**src/lstw_defines.svh**
```systemverilog
// Purpose: constants of the list step trigger-wait sequencer
// Assumes: 20 MHz core clock, 50 ns period
// Notes: offsets are byte addresses on the plain register port
`ifndef LSTW_DEFINES_SVH
`define LSTW_DEFINES_SVH
// ****************************************
// Register offsets
// ****************************************
`define LSTW_ADDR_VOL_ADD 8'h00
`define LSTW_ADDR_CUR_ADD 8'h04
`define LSTW_ADDR_DWL_ADD 8'h08
`define LSTW_ADDR_CLEAR 8'h0C
`define LSTW_ADDR_POINTS 8'h10
`define LSTW_ADDR_SWEEP 8'h14
`define LSTW_ADDR_WAIT_TMO 8'h18
`define LSTW_ADDR_WAIT_CMD 8'h1C
`define LSTW_ADDR_LEVEL 8'h20
`define LSTW_ADDR_LEVEL_MAX 8'h24
`define LSTW_ADDR_LEVEL_MIN 8'h28
`define LSTW_ADDR_ERR 8'h2C
`define LSTW_ADDR_STATUS 8'h30
`define LSTW_ADDR_STEPS 8'h34
// ****************************************
// Fields, codes and reset values
// ****************************************
`define LSTW_WAIT_TYPE_LSB 16
`define LSTW_WAIT_HIGH 2'h1
`define LSTW_WAIT_LOW 2'h2
`define LSTW_WAIT_FALL 2'h3
`define LSTW_ERR_CONFLICT 16'hFF23
`define LSTW_ERR_RANGE 16'hFF22
`define LSTW_ERR_NOT_SAME 16'hFF1E
`define LSTW_ERR_UNBAL 16'hFF14
`define LSTW_ERRQ_DEPTH 4
`define LSTW_ANGLE_MIN 16'h0001
`define LSTW_ANGLE_FULL 16'h8CA0
`define LSTW_TMO_MIN_US 16'h00FA
`define LSTW_TMO_MAX_US 16'h84D0
`define LSTW_LEVEL_MAX_DEF 16'h2710
// ****************************************
// Timing
// ****************************************
`define LSTW_CLK_NS 50
`define LSTW_HIGH_STABLE_NS 400000
`define LSTW_LOW_STABLE_NS 2000
`define LSTW_HIGH_CYC ((`LSTW_HIGH_STABLE_NS + `LSTW_CLK_NS - 1) / `LSTW_CLK_NS)
`define LSTW_LOW_CYC ((`LSTW_LOW_STABLE_NS + `LSTW_CLK_NS - 1) / `LSTW_CLK_NS)
`define LSTW_CYC_PER_US (1000 / `LSTW_CLK_NS)
`endif

```
**src/lstw_pkg.sv**
```systemverilog
// Purpose: types of the list step trigger-wait sequencer
// Assumes: lstw_defines.svh on the include path
// Notes: whole block state is one packed struct
`include "lstw_defines.svh"
package lstw_pkg;
  // ****************************************
  // Wait step states, one-hot
  // ****************************************
  typedef enum logic [4:0] {
    ST_IDLE = 5'h01,
    ST_HIGH = 5'h02,
    ST_LOW = 5'h04,
    ST_ARM = 5'h08,
    ST_FALL = 5'h10
  } lstw_state_t;
  // ****************************************
  // Block state
  // ****************************************
  typedef struct packed {
    lstw_state_t st;
    logic [1:0] sync;
    logic [1:0] filt;
    logic [1:0][15:0] fcnt;
    logic [15:0] volCnt;
    logic [15:0] curCnt;
    logic [15:0] dwlCnt;
    logic [15:0] swStart;
    logic [15:0] swStop;
    logic [15:0] tmoUs;
    logic [19:0] tmoCnt;
    logic [15:0] setpt;
    logic [15:0] stepCnt;
    logic [`LSTW_ERRQ_DEPTH-1:0][15:0] errQ;
    logic [2:0] errCnt;
    logic [31:0] rdata;
    logic stepP;
  } lstw_regs_t;
endpackage : lstw_pkg

```
**src/lstw_sequencer.sv**
```systemverilog
// Purpose: step-advance controller of an output-level list sequencer
// Assumes: trigger input asynchronous, all else synchronous to core_clk
// Notes: list contents live elsewhere; only counts are kept here
// How it works
// - Sweep stop angle defaults to 360 degrees when only start given.
// - Sweep query returns start then stop angle, each 0.01 to 360.
// - List clear puts the fill pointer back to location 0.
// - Each stored entry bumps the pointer; point query returns it.
// - Point query with current entries present posts error -221.
// - A wait step sets the output setpoint at once, before waiting.
// - Wait-high with input already high and timeout set skips immediately.
// - Wait-high with input low advances on high or timeout, first wins.
// - Zero timeout makes wait-high hold until input goes high.
// - Wait-high accepts a level stable 0.4 ms; driver holds that long.
// - Wait step with empty lists is rejected with error -221.
// - High or falling-edge wait with dwell length mismatch posts -226.
// - Wait-low with dwell length mismatch posts error -236.
// - Falling-edge wait ignores an initial low; needs rise then fall.
// - Falling-edge wait with timeout advances on fall or timeout.
// - Zero timeout makes falling-edge wait hold until a fall.
// - Wait-low with input already low and timeout set skips immediately.
// - Wait-low advances on low or timeout; zero timeout waits forever.
// - Wait-low accepts a level stable 2 us; driver holds that long.
// - Setpoint above the model maximum is rejected with error -222.
// - Level query gives setpoint, maximum option, or negative minimum.
// - Wait timeout spans 0.00025 to 0.034 s; zero means infinite.
`timescale 1ns/1ps
`include "lstw_defines.svh"
module lstw_sequencer #(
  parameter int unsigned HIGH_CYC = `LSTW_HIGH_CYC,
  parameter int unsigned LOW_CYC = `LSTW_LOW_CYC,
  parameter logic signed [15:0] LEVEL_MAX = `LSTW_LEVEL_MAX_DEF
) (
  input wire logic core_clk,
  input wire logic rst,
  input wire logic [7:0] addr,
  input wire logic [31:0] wdata,
  input wire logic wrStb,
  input wire logic rdStb,
  output logic [31:0] rdata,
  input wire logic trigIn,
  output logic [15:0] levelOut,
  output logic stepPulse,
  output logic busy
);
  // ****************************************
  // State and reset image
  // ****************************************
  // Synchroniser and filters start at the idle-high level of an open
  // trigger input, so leaving reset never looks like a level change
  localparam lstw_pkg::lstw_regs_t RST_VAL = '{
    st: lstw_pkg::ST_IDLE,
    sync: 2'h3,
    filt: 2'h3,
    swStart: `LSTW_ANGLE_MIN,
    swStop: `LSTW_ANGLE_FULL,
    default: '0
  };
  // Current state and its next value
  lstw_pkg::lstw_regs_t r;
  lstw_pkg::lstw_regs_t n;
  // Error posted this cycle and its code
  logic errPost;
  logic [15:0] errCode;
  // Decoded views of the bus and the timeout
  logic signed [15:0] wLevel;
  logic [1:0] wType;
  logic [19:0] tmoLim;
  logic tmoHit;
  logic [15:0] lvlLen;
  logic [15:0] onesCnt;

  // ****************************************
  // Outputs and operand views
  // ****************************************
  // Outputs straight from the state register; busy is a decode of the
  // one-hot state, so it rises in the cycle after the accepted command
  assign rdata = r.rdata;
  assign levelOut = r.setpt;
  assign stepPulse = r.stepP;
  assign busy = (r.st != lstw_pkg::ST_IDLE);

  // Operand views of the write data
  // Level list length adds both types; conflict checks keep one empty
  assign wLevel = $signed(wdata[15:0]);
  assign wType = wdata[`LSTW_WAIT_TYPE_LSB +: 2];
  assign lvlLen = r.volCnt + r.curCnt;
  assign onesCnt = 16'h0001;

  // Zero timeout never expires, so the wait is infinite. The limit is
  // counted in waiting cycles from the cycle after the step started;
  // the largest setting fits the 20-bit counter with room to spare
  assign tmoLim = 20'(r.tmoUs * `LSTW_CYC_PER_US);
  assign tmoHit = (r.tmoUs != 16'h0000) && (r.tmoCnt >= tmoLim - 20'h00001);

  // ****************************************
  // Next-state logic
  // ****************************************
  // One next-state process; every field but stepP and rdata holds unless a branch moves it; those two default to zero
  always_comb begin
    n = r;
    errPost = 1'b0;
    errCode = 16'h0000;
    n.stepP = 1'b0;
    n.rdata = 32'h00000000;

    // ****************************************
    // Trigger synchroniser and level filters
    // ****************************************
    // Two-stage synchroniser; only the second stage feeds the filters
    n.sync = {r.sync[0], trigIn};
    // Filter 0 needs 0.4 ms of stable level, filter 1 needs 2 us.
    // A filter counts samples that differ from its output and restarts on
    // any agreeing sample, so a glitch shorter than the window is lost
    for (int i = 0; i < 2; i++) begin
      if (r.sync[1] == r.filt[i]) begin
        n.fcnt[i] = 16'h0000;
      end else if (32'(r.fcnt[i]) >= ((i == 0) ? HIGH_CYC : LOW_CYC) - 1) begin
        n.filt[i] = r.sync[1];
        n.fcnt[i] = 16'h0000;
      end else begin
        n.fcnt[i] = r.fcnt[i] + onesCnt;
      end
    end

    // ****************************************
    // Wait step sequencing
    // ****************************************
    // The filters settle from the input, not the step, so a level that is
    // already valid when a step starts ends it in the next cycle
    case (r.st)
      lstw_pkg::ST_HIGH: begin
        // Slow filter decides; the timeout counts only when nonzero
        if (r.filt[0]) begin
          n.st = lstw_pkg::ST_IDLE;
        end else if (tmoHit) begin
          n.st = lstw_pkg::ST_IDLE;
        end else begin
          n.tmoCnt = r.tmoCnt + 20'h00001;
        end
      end
      lstw_pkg::ST_LOW: begin
        // Fast filter decides; the timeout counts only when nonzero
        if (!r.filt[1]) begin
          n.st = lstw_pkg::ST_IDLE;
        end else if (tmoHit) begin
          n.st = lstw_pkg::ST_IDLE;
        end else begin
          n.tmoCnt = r.tmoCnt + 20'h00001;
        end
      end
      lstw_pkg::ST_ARM: begin
        // A low already present must first rise
        if (tmoHit) begin
          n.st = lstw_pkg::ST_IDLE;
        end else begin
          n.tmoCnt = r.tmoCnt + 20'h00001;
          if (r.filt[1]) begin
            n.st = lstw_pkg::ST_FALL;
          end
        end
      end
      lstw_pkg::ST_FALL: begin
        // Armed: the fall of the fast filter is the accepted edge
        if (!r.filt[1]) begin
          n.st = lstw_pkg::ST_IDLE;
        end else if (tmoHit) begin
          n.st = lstw_pkg::ST_IDLE;
        end else begin
          n.tmoCnt = r.tmoCnt + 20'h00001;
        end
      end
      default: begin
        // Idle and any illegal code rest in idle
        n.st = lstw_pkg::ST_IDLE;
      end
    endcase
    // Step done: pulse and count
    if (busy && (n.st == lstw_pkg::ST_IDLE)) begin
      n.stepP = 1'b1;
      n.stepCnt = r.stepCnt + onesCnt;
    end

    // ****************************************
    // Register writes
    // ****************************************
    // Writes act at the strobed edge; bad values only post an error
    if (wrStb) begin
      if (addr == `LSTW_ADDR_VOL_ADD) begin
        // Voltage entry: type conflict first, then range
        if (r.curCnt != 16'h0000) begin
          errPost = 1'b1;
          errCode = `LSTW_ERR_CONFLICT;
        end else if (wLevel > LEVEL_MAX || wLevel < -LEVEL_MAX) begin
          errPost = 1'b1;
          errCode = `LSTW_ERR_RANGE;
        end else begin
          n.volCnt = r.volCnt + onesCnt;
        end
      end else if (addr == `LSTW_ADDR_CUR_ADD) begin
        // Current entry refused while voltage entries exist
        if (r.volCnt != 16'h0000) begin
          errPost = 1'b1;
          errCode = `LSTW_ERR_CONFLICT;
        end else begin
          n.curCnt = r.curCnt + onesCnt;
        end
      end else if (addr == `LSTW_ADDR_DWL_ADD) begin
        // Dwell entries are only counted, to balance the step checks
        n.dwlCnt = r.dwlCnt + onesCnt;
      end else if (addr == `LSTW_ADDR_CLEAR) begin
        // Clear rewinds every fill pointer to location 0
        n.volCnt = 16'h0000;
        n.curCnt = 16'h0000;
        n.dwlCnt = 16'h0000;
      end else if (addr == `LSTW_ADDR_SWEEP) begin
        // Missing stop angle means a full turn
        n.swStop = (wdata[31:16] == 16'h0000) ? `LSTW_ANGLE_FULL : wdata[31:16];
        n.swStart = wdata[15:0];
        // A bad field leaves both angles as they were
        if (wdata[15:0] < `LSTW_ANGLE_MIN || wdata[15:0] > `LSTW_ANGLE_FULL
            || wdata[31:16] > `LSTW_ANGLE_FULL) begin
          errPost = 1'b1;
          errCode = `LSTW_ERR_RANGE;
          n.swStart = r.swStart;
          n.swStop = r.swStop;
        end
      end else if (addr == `LSTW_ADDR_WAIT_TMO) begin
        // Timeout in microseconds; zero is allowed and means no limit
        if (wdata[15:0] != 16'h0000 && (wdata[15:0] < `LSTW_TMO_MIN_US
            || wdata[15:0] > `LSTW_TMO_MAX_US)) begin
          errPost = 1'b1;
          errCode = `LSTW_ERR_RANGE;
        end else begin
          n.tmoUs = wdata[15:0];
        end
      end else if (addr == `LSTW_ADDR_LEVEL) begin
        // Direct setpoint write, range checked like voltage entries
        if (wLevel > LEVEL_MAX || wLevel < -LEVEL_MAX) begin
          errPost = 1'b1;
          errCode = `LSTW_ERR_RANGE;
        end else begin
          n.setpt = wdata[15:0];
        end
      end else if (addr == `LSTW_ADDR_WAIT_CMD) begin
        // A step issued while one runs, or with wait type 0, is dropped
        // Otherwise checks run in a fixed order and only the first posts
        if (busy || wType == 2'h0) begin
          errPost = 1'b0;
        end else if (lvlLen == 16'h0000) begin
          errPost = 1'b1;
          errCode = `LSTW_ERR_CONFLICT;
        end else if (wLevel > LEVEL_MAX || wLevel < -LEVEL_MAX) begin
          errPost = 1'b1;
          errCode = `LSTW_ERR_RANGE;
        end else if (r.dwlCnt != lvlLen) begin
          errPost = 1'b1;
          errCode = (wType == `LSTW_WAIT_LOW) ? `LSTW_ERR_UNBAL
                                              : `LSTW_ERR_NOT_SAME;
        end else begin
          // Accepted: setpoint moves now and the timeout restarts
          n.setpt = wdata[15:0];
          n.tmoCnt = 20'h00000;
          if (wType == `LSTW_WAIT_HIGH) begin
            n.st = lstw_pkg::ST_HIGH;
          end else if (wType == `LSTW_WAIT_LOW) begin
            n.st = lstw_pkg::ST_LOW;
          end else begin
            n.st = lstw_pkg::ST_ARM;
          end
        end
      end
    end

    // ****************************************
    // Register reads, data valid next cycle
    // ****************************************
    // Reads are registered: data stand one cycle, then return to zero
    if (rdStb) begin
      if (addr == `LSTW_ADDR_POINTS) begin
        // Pointer equals the entry count and the next free location
        n.rdata = {16'h0000, lvlLen};
        if (r.curCnt != 16'h0000) begin
          errPost = 1'b1;
          errCode = `LSTW_ERR_CONFLICT;
        end
      end else if (addr == `LSTW_ADDR_SWEEP) begin
        // Stop angle in the upper half, start in the lower
        n.rdata = {r.swStop, r.swStart};
      end else if (addr == `LSTW_ADDR_WAIT_TMO) begin
        // Reads zero until a timeout has been set
        n.rdata = {16'h0000, r.tmoUs};
      end else if (addr == `LSTW_ADDR_LEVEL) begin
        // Signed setpoint, sign-extended to the bus
        n.rdata = {{16{r.setpt[15]}}, r.setpt};
      end else if (addr == `LSTW_ADDR_LEVEL_MAX) begin
        // Model limits; the minimum is the negated maximum
        n.rdata = 32'(LEVEL_MAX);
      end else if (addr == `LSTW_ADDR_LEVEL_MIN) begin
        n.rdata = 32'(-LEVEL_MAX);
      end else if (addr == `LSTW_ADDR_ERR) begin
        // Oldest error pops; empty queue reads zero
        if (r.errCnt != 3'h0) begin
          n.rdata = {{16{r.errQ[0][15]}}, r.errQ[0]};
          for (int k = 0; k < `LSTW_ERRQ_DEPTH - 1; k++) begin
            n.errQ[k] = r.errQ[k + 1];
          end
          n.errQ[`LSTW_ERRQ_DEPTH - 1] = 16'h0000;
          n.errCnt = r.errCnt - 3'h1;
        end
      end else if (addr == `LSTW_ADDR_STATUS) begin
        // State, queue fill and both filtered levels, for debug
        n.rdata = {24'h000000, r.errCnt, r.st};
        n.rdata[31:30] = r.filt;
      end else if (addr == `LSTW_ADDR_STEPS) begin
        // Completed steps; the count wraps at 16 bits
        n.rdata = {16'h0000, r.stepCnt};
      end else begin
        // Unmapped reads return zero
        n.rdata = 32'h00000000;
      end
    end

    // ****************************************
    // Error queue push
    // ****************************************
    // Error push after any pop; a full queue drops the newest.
    // Pushing after the pop lets a read and a new error share a cycle
    if (errPost && (32'(n.errCnt) < `LSTW_ERRQ_DEPTH)) begin
      n.errQ[n.errCnt[1:0]] = errCode;
      n.errCnt = n.errCnt + 3'h1;
    end
  end

  // ****************************************
  // State register
  // ****************************************
  // State register, synchronous reset
  always_ff @(posedge core_clk) begin
    if (rst) begin
      r <= RST_VAL;
    end else begin
      r <= n;
    end
  end
endmodule : lstw_sequencer

```
**config.mk**
```make
export PLATFORM = sky130hd
export DESIGN_NAME = lstw_sequencer
export DESIGN_NICKNAME = d
export VERILOG_FILES = /design/src/lstw_pkg.sv /design/src/lstw_sequencer.sv
export VERILOG_INCLUDE_DIRS = /design/src
export SDC_FILE = /design/constraint.sdc
export NUM_CORES = 1
export LEC_CHECK = 0
export ABC_AREA = 1
export BUFFER_PORTS_ARGS = -buffer_cell sky130_fd_sc_hd__clkbuf_2
export CAP_MARGIN = 15
export CORE_ASPECT_RATIO = 1.1
export CORE_MARGIN = 1
export CORE_UTILIZATION = 45
export CTS_BUF_LIST = sky130_fd_sc_hd__clkbuf_8
export DETAILED_ROUTE_END_ITERATION = 10
export PLACE_DENSITY = 0.62
export SYNTH_ARGS = -nofsm -noshare
export SYNTH_HDL_FRONTEND = slang
export SYNTH_SLANG_ARGS = --single-unit
```
**constraint.sdc**
```tcl
create_clock -name core_clk -period 4.9 [get_ports core_clk]
set_input_delay 0.98 -clock core_clk [delete_from_list [all_inputs] [get_ports core_clk]]
set_output_delay 0.98 -clock core_clk [all_outputs]
set_load 0.02 [all_outputs]
```
==> results of run 1 <==
==> sequential cells by signal, summed over array words and instances (netlist names) <==
register   flops
r            239
rdata         32
levelOut      16
n              1
stepPulse      1
==> cells by family after synthesis <==
| kind of cell | after synthesis | synth area share [%] |
|---|---|---|
| adder cells (fa/ha/maj) | 83 | 5.94 |
| XOR/XNOR | 59 | 2.91 |
| flip-flops | 289 | 32.6 |
| AND/OR/NAND/NOR | 1019 | 25.7 |
| other | 1 | 0.0211 |
| buffers and inverters | 492 | 12.2 |
| multiplexers | 23 | 1.33 |
| AO/OA/AOI/OAI | 590 | 19.3 |
==> placed cells by master, fill, tap and decap left out, types with 8 or more instances in the layout <==
cell type and count:
nand2_1 488, inv_1 351, dfxtp_1 287, a21oi_1 222
o21ai_0 201, nor2_1 181, nand3_1 147, clkbuf_2 93
ha_1 79, clkbuf_8 66, nand4_1 52, nor3_1 49
xor2_1 43, buf_4 42, a21oi_2 27, nor4_1 25
a31oi_1 21, mux2i_1 18, a211oi_1 17, o211ai_1 17
o21ai_1 15, conb_1 13, nor3_2 12, nand2_2 11
xnor2_1 11, o22ai_1 11, nand3_2 10, a221oi_1 10
nor3b_1 10, nor2_2 9, o21a_1 9, or2_2 8
o22ai_2 8
==> worst max path at each step <==
| stage | startpoint | to | slack (ns) | cells after the start |
|---|---|---|---|---|
| finish | r[155] | r[137] | 0.36 | 32 |
| detailed placement | r[155] | r[133] | -0.03 | 30 |
| global placement | r[155] | r[114] | 0.09 | 31 |
| CTS | r[155] | r[104] | 0.02 | 32 |
| floorplan | r[155] | r[114] | 0.40 | 33 |
| global route | r[159] | r[140] | -0.04 | 26 |
==> cell type report <==
cell class | instances | area (sq um)
fill | 3904 | 18700
multi-input combinational | 1787 | 9990
sequential | 289 | 5790
inverter | 351 | 1320
clock buffer | 66 | 908
timing repair buffer | 141 | 897
tap | 500 | 626
clock inverter | 24 | 206
antenna | 2 | 5.00
==> metal layers <==
metal / vias up / GRT usage [%] / wire (um)
li1: 8614 / - / -
met1: 8106 / 34.4 / 22900
met2: 580 / 43.9 / 25500
met3: 92 / 5.76 / 4060
met4: 0 / 9.39 / 1490
met5: - / 0 / 0
==> report_power, final <==
part / total [mW] / switching, mW / internal, mW
clock: 2.44 / 1.07 / 1.37
combinational: 0.199 / 0.147 / 0.0516
sequential: 2.37 / 0.00516 / 2.36
==> critical path: cells and delay by family, from the launching register on <==
kind,cells,cell delay (ns)
compound gates,5,0.58
xor+xnor,3,0.56
fa+ha+maj,4,1.11
buf+inv,2,0.19
flops,1,0.34
simple gates,18,1.67
==> stage by stage <==
step / util, % / power (mW)
floorplan: - / 2.53
global placement: 47.8 / 2.61
detailed placement: 47.8 / 2.61
CTS: 50.7 / 5.06
global route: 51.3 / 5.19
finish: 51.3 / 5.01
==> what timing repair did <==
| action | CTS | global route |
|---|---|---|
| endpoints found under the hold margin | 0 | 0 |
| resized for setup | 1 | 39 |
| pin swaps | 0 | 14 |
| gates cloned | 0 | 1 |
| setup buffers | 0 | 8 |
| setup endpoints to repair | 7 | 40 |
==> metrics.cfg, run 1 <==
[clock_network]
cts_buffers=51
path_clk_slew_ns=0.06
cts_tree=yes
clk_latency_ns=0.65
cts.sinks=289
cts_root_buf=clkbuf_8
htree_levels=2
clock_path_buffers=3
ctsHoldBuffers=0

[worst_setup_path]
cp_max_fo=5
r2r_slack_ns=0.36
worstSetupPathType=reg2reg
start_kind=flip-flop
r2r_cells=32
crit_path_frequent_cell=nand2_1
worstPathArrival_ns=5.06
r2r-start=r[155]
regToRegEndpoint=r[137]
endpoint_kind=flip-flop
required_ns=5.42
slowest_stage=fa_2
max_stage_delay_ns=0.35

[yosys]
ys_types=65
ys_seq_area_share_pct=32.6
synth_top_area_share_pct=32.6
synthArstFlopShare_pct=0
synth_commonest_cells=nand2_1, inv_1, dfxtp_1
synth.largest_area_cell=dfxtp_1
synthMostInstantiatedCell=nand2_1
syn_area_per_cell_sq_um=6.94
synth.area.top_cells=dfxtp_1, nand2_1, inv_1
synth_edf_count=0
synth_cells=2556
ys_ff_latch=289
syn-cell-area_sq_um=17700
synth_ff_type=dfxtp_1
synth-warning-count=0

[drt]
vias=17400
vias_per_cell=5.50
drtIter0Drc=1315
drc_errors=0
wl_per_cell_um=17.1
first_pass_iters=5
antenna_left=0
routed_wl_um=54000

[sta]
fmax_mhz=220
setup_violations=0
skew_ns=0.0387
whs_ns=0.446
maxSlewHeadroom_pct=33.5
maxSlewViolCount=0
worstMarginPinSlew_ns=0.995
layout_setup_ws_ns=0.357
tns_ns=0
hold_viol_final=0
post-route-min-period_ns=4.54
finalCritPeriodShare_pct=92.7

[die]
rows=75
die_h_um=210
initial_core_util_pct=46.1
die-area_sq_um=40200
die_w_um=191
core_area_sq_um=38500
io_pins=95

[cells_and_area]
nNetsFinal=2749
finish.instance_area_sq_um=19700
instances_no_fill=3160
drive_gt1_share_pct=12.9
syn2layout_area_growth_pct=11.3

[flow_run]
drv_cap=0

[placement]
dp.cells=3059
place_area_sq_um=18400
place_hpwl_um=40300
pre_cts_ws_ns=-0.0275
port_buffers=94
place_congestion=0.939

[worst_hold_path]
hold_path_depth=2
hold_end=r[182]
worstHoldStart=r[182]
min_path_type=reg2reg

[global_routing]
grt_antenna_before_repair=1
grt_pass1_vias=16200
grt_pass1_wl_um=85700
gr-total-overflow=0
grt_max_degree=88
grt_usage_pct=26.8

[power_and_ir_drop]
p_leak_nw=8.62
p_per_area_nw_per_um2=254
worst_ir_drop_vdd_mv=0.206

[outcome]
status=completed

Note: power is estimated with default switching activity, not from simulation.
==> inputs of run 2 (changes only) <==
==> constraint.sdc (replaced) <==
create_clock -name core_clk -period 4.9 [get_ports core_clk]
set_input_delay 1.225 -clock core_clk [delete_from_list [all_inputs] [get_ports core_clk]]
set_output_delay 1.225 -clock core_clk [all_outputs]
set_load 0.02 [all_outputs]
==> run 2 against run 1 <==
Net effect:
- hold slack got worse by 0.0022 ns
- count of clock-buffer cells in the layout did not move
- register-to-register slack got worse by 0.04 ns
- global-route usage is 0.26 points higher
- flip-flop and latch count did not move
- first-iteration DRC count shrank 5.6%
- design area is 0.23% higher
==> metrics.cfg, run 2 (synthesis gave the netlist of run 1 again) <==
[power_and_ir_drop]
p_int_mw=3.84  ; +1.5%
finalPower_mw=5.09  ; +1.6%
p_leak_nw=8.62  ; about the same
p_switching_mw=1.25  ; +1.8%
combPwrFrac_pct=3.9  ; about the same
clockPowerShare_pct=49.6  ; +0.8 points
p_sw_share_pct=24.5  ; +0.044 points
seqPwrFrac_pct=46.5  ; -0.8 points
worst_ir_drop_vdd_mv=0.240  ; +16%
p_per_area_nw_per_um2=257  ; +1.4%

[drt]
antenna_left=0  ; unchanged
drc_errors=0  ; unchanged
first_pass_iters=8  ; +3
drtIter0Drc=1242  ; -5.6%
vias_per_cell=5.51  ; +0.17%
vias=17400  ; +0.23%
routed_wl_um=54400  ; +0.76%
wl_per_cell_um=17.2  ; +0.70%

[sta]
hold_viol_final=0  ; unchanged
fmax_mhz=218  ; -0.79%
maxSlewHeadroom_pct=38.5  ; +5.0 points
post-route-min-period_ns=4.58  ; +0.0360 ns
setup_violations=0  ; unchanged
skew_ns=0.0365  ; -0.00229 ns
finalCritPeriodShare_pct=93.5  ; +0.73 points
maxSlewViolCount=0  ; unchanged
worstMarginPinSlew_ns=0.923  ; -0.0723 ns

[worst_setup_path]
slowest_stage=dfxtp_4
start_kind=flip-flop
max_stage_delay_ns=0.37  ; +0.02 ns
worstPathArrival_ns=5.11  ; +0.05 ns
cp_max_fo=6  ; +1
crit_path_frequent_cell=nand2_1
endpoint_kind=flip-flop
required_ns=5.43  ; about the same
worstSetupPathType=reg2reg

[die]
io_pins=95  ; unchanged
initial_core_util_pct=46.1  ; unchanged
rows=75  ; unchanged
die_h_um=210  ; unchanged
die_w_um=191  ; unchanged
core_area_sq_um=38500  ; unchanged
die-area_sq_um=40200  ; unchanged

[clock_network]
ctsHoldBuffers=0  ; unchanged
cts_buffers=52  ; +2.0%
clk_latency_ns=0.65  ; about the same
cts_root_buf=clkbuf_8
cts.sinks=289  ; unchanged
htree_levels=2  ; unchanged
path_clk_slew_ns=0.06  ; about the same
cts_tree=yes
clock_path_buffers=3  ; unchanged

[global_routing]
grt_usage_pct=27.0  ; +0.26 points
grt_antenna_before_repair=1  ; unchanged
grt_max_degree=62  ; -30%
grt_pass1_vias=16400  ; +1.3%
gr-total-overflow=0  ; unchanged
grt_pass1_wl_um=86200  ; +0.52%

[placement]
place_area_sq_um=18400  ; -0.14%
place_congestion=0.961  ; +2.4%
place_hpwl_um=40300  ; +0.12%
port_buffers=94  ; unchanged

[cells_and_area]
regMostFlops=r
largest_register_ffs=239  ; unchanged
fill_cells=3895  ; -0.23%
syn2layout_area_growth_pct=11.5
regArea_sq_um=5790  ; about the same
nNetsFinal=2747  ; -0.073%
final_cell_mix=nand2_1, inv_1, dfxtp_1, a21oi_1, o21ai_0
multi_input_area_sq_um=10000  ; +0.49%
drive_gt1_share_pct=13.2  ; +0.36 points
layout_commonest_cell=nand2_1
finish.instance_area_sq_um=19800  ; +0.23%

[flow_run]
drv_cap=0  ; unchanged

[outcome]
status=completed

[worst_hold_path]
min_path_type=reg2reg

## run 2: cell type report
cell class	count	area share [%]
multi-input combinational	1787	50.7
sequential	289	29.3
inverter	351	6.66
clock buffer	66	4.59
timing repair buffer	138	4.29
tap	500	3.16
clock inverter	30	1.25
antenna	1	0.0126
## run 2: worst paths after layout
path / start / to / slack (ns) / cells past startpoint
worst max-delay path: r[155] / r[137] / 0.32 / 31
worst min-delay path: r[182] / r[182] / 0.44 / 2
worst max register to register: r[155] / r[137] / 0.32 / 31
worst min register to register: r[182] / r[182] / 0.44 / 2
## run 2: metrics by stage
stage               hold slack, ns  setup WS [ns]  setup TNS, ns  utilization (%)  cells
floorplan                    0.389          0.401              0                -   2568
global placement             0.428          0.129              0             47.7   3059
detailed placement           0.438         -0.160          -1.08             47.7   3059
CTS                          0.447         0.0587              0             50.8   3155
global route                 0.464        -0.0341        -0.0506             51.4   3162
finish                       0.443          0.321              0             51.4   3162
## run 2: metal layers
| metal | share of wire (%) | wire (um) | GRT usage (%) | vias up |
|---|---|---|---|---|
| met5 | 0 | 0 | 0 | - |
| met4 | 3.0 | 1640 | 9.80 | 0 |
| met3 | 7.6 | 4150 | 5.63 | 105 |
| met2 | 47 | 25600 | 44.6 | 600 |
| met1 | 42 | 23000 | 34.6 | 8106 |
| li1 | - | - | - | 8621 |
## run 2: timing repair
| item | in CTS | in global routing |
|---|---|---|
| cloned | 0 | 1 |
| pin swaps | 0 | 16 |
| resized for setup | 5 | 42 |
| setup endpoints to repair | 16 | 40 |
| setup buffers | 0 | 5 |
## run 2: critical path: cells and delay by family, from the launching register on
family                   cells  cell delay [ns]
AND/OR/NAND/NOR             18             1.65
adder cells (fa/ha/maj)      4             1.13
XOR/XNOR                     3             0.61
AO/OA/AOI/OAI                5             0.58
flip-flops                   1             0.37
buffers and inverters        1             0.14
## run 2: power groups by stage
| stage | Sequential, mW | Clock (mW) | Combinational, mW |
|---|---|---|---|
| finish | 2.37 | 2.53 | 0.197 |
| global route | 2.37 | 2.70 | 0.215 |
| CTS | 2.37 | 2.59 | 0.192 |
| detailed placement | 2.42 | 0 | 0.191 |
| global placement | 2.42 | 0 | 0.191 |
| floorplan | 2.42 | 0 | 0.112 |
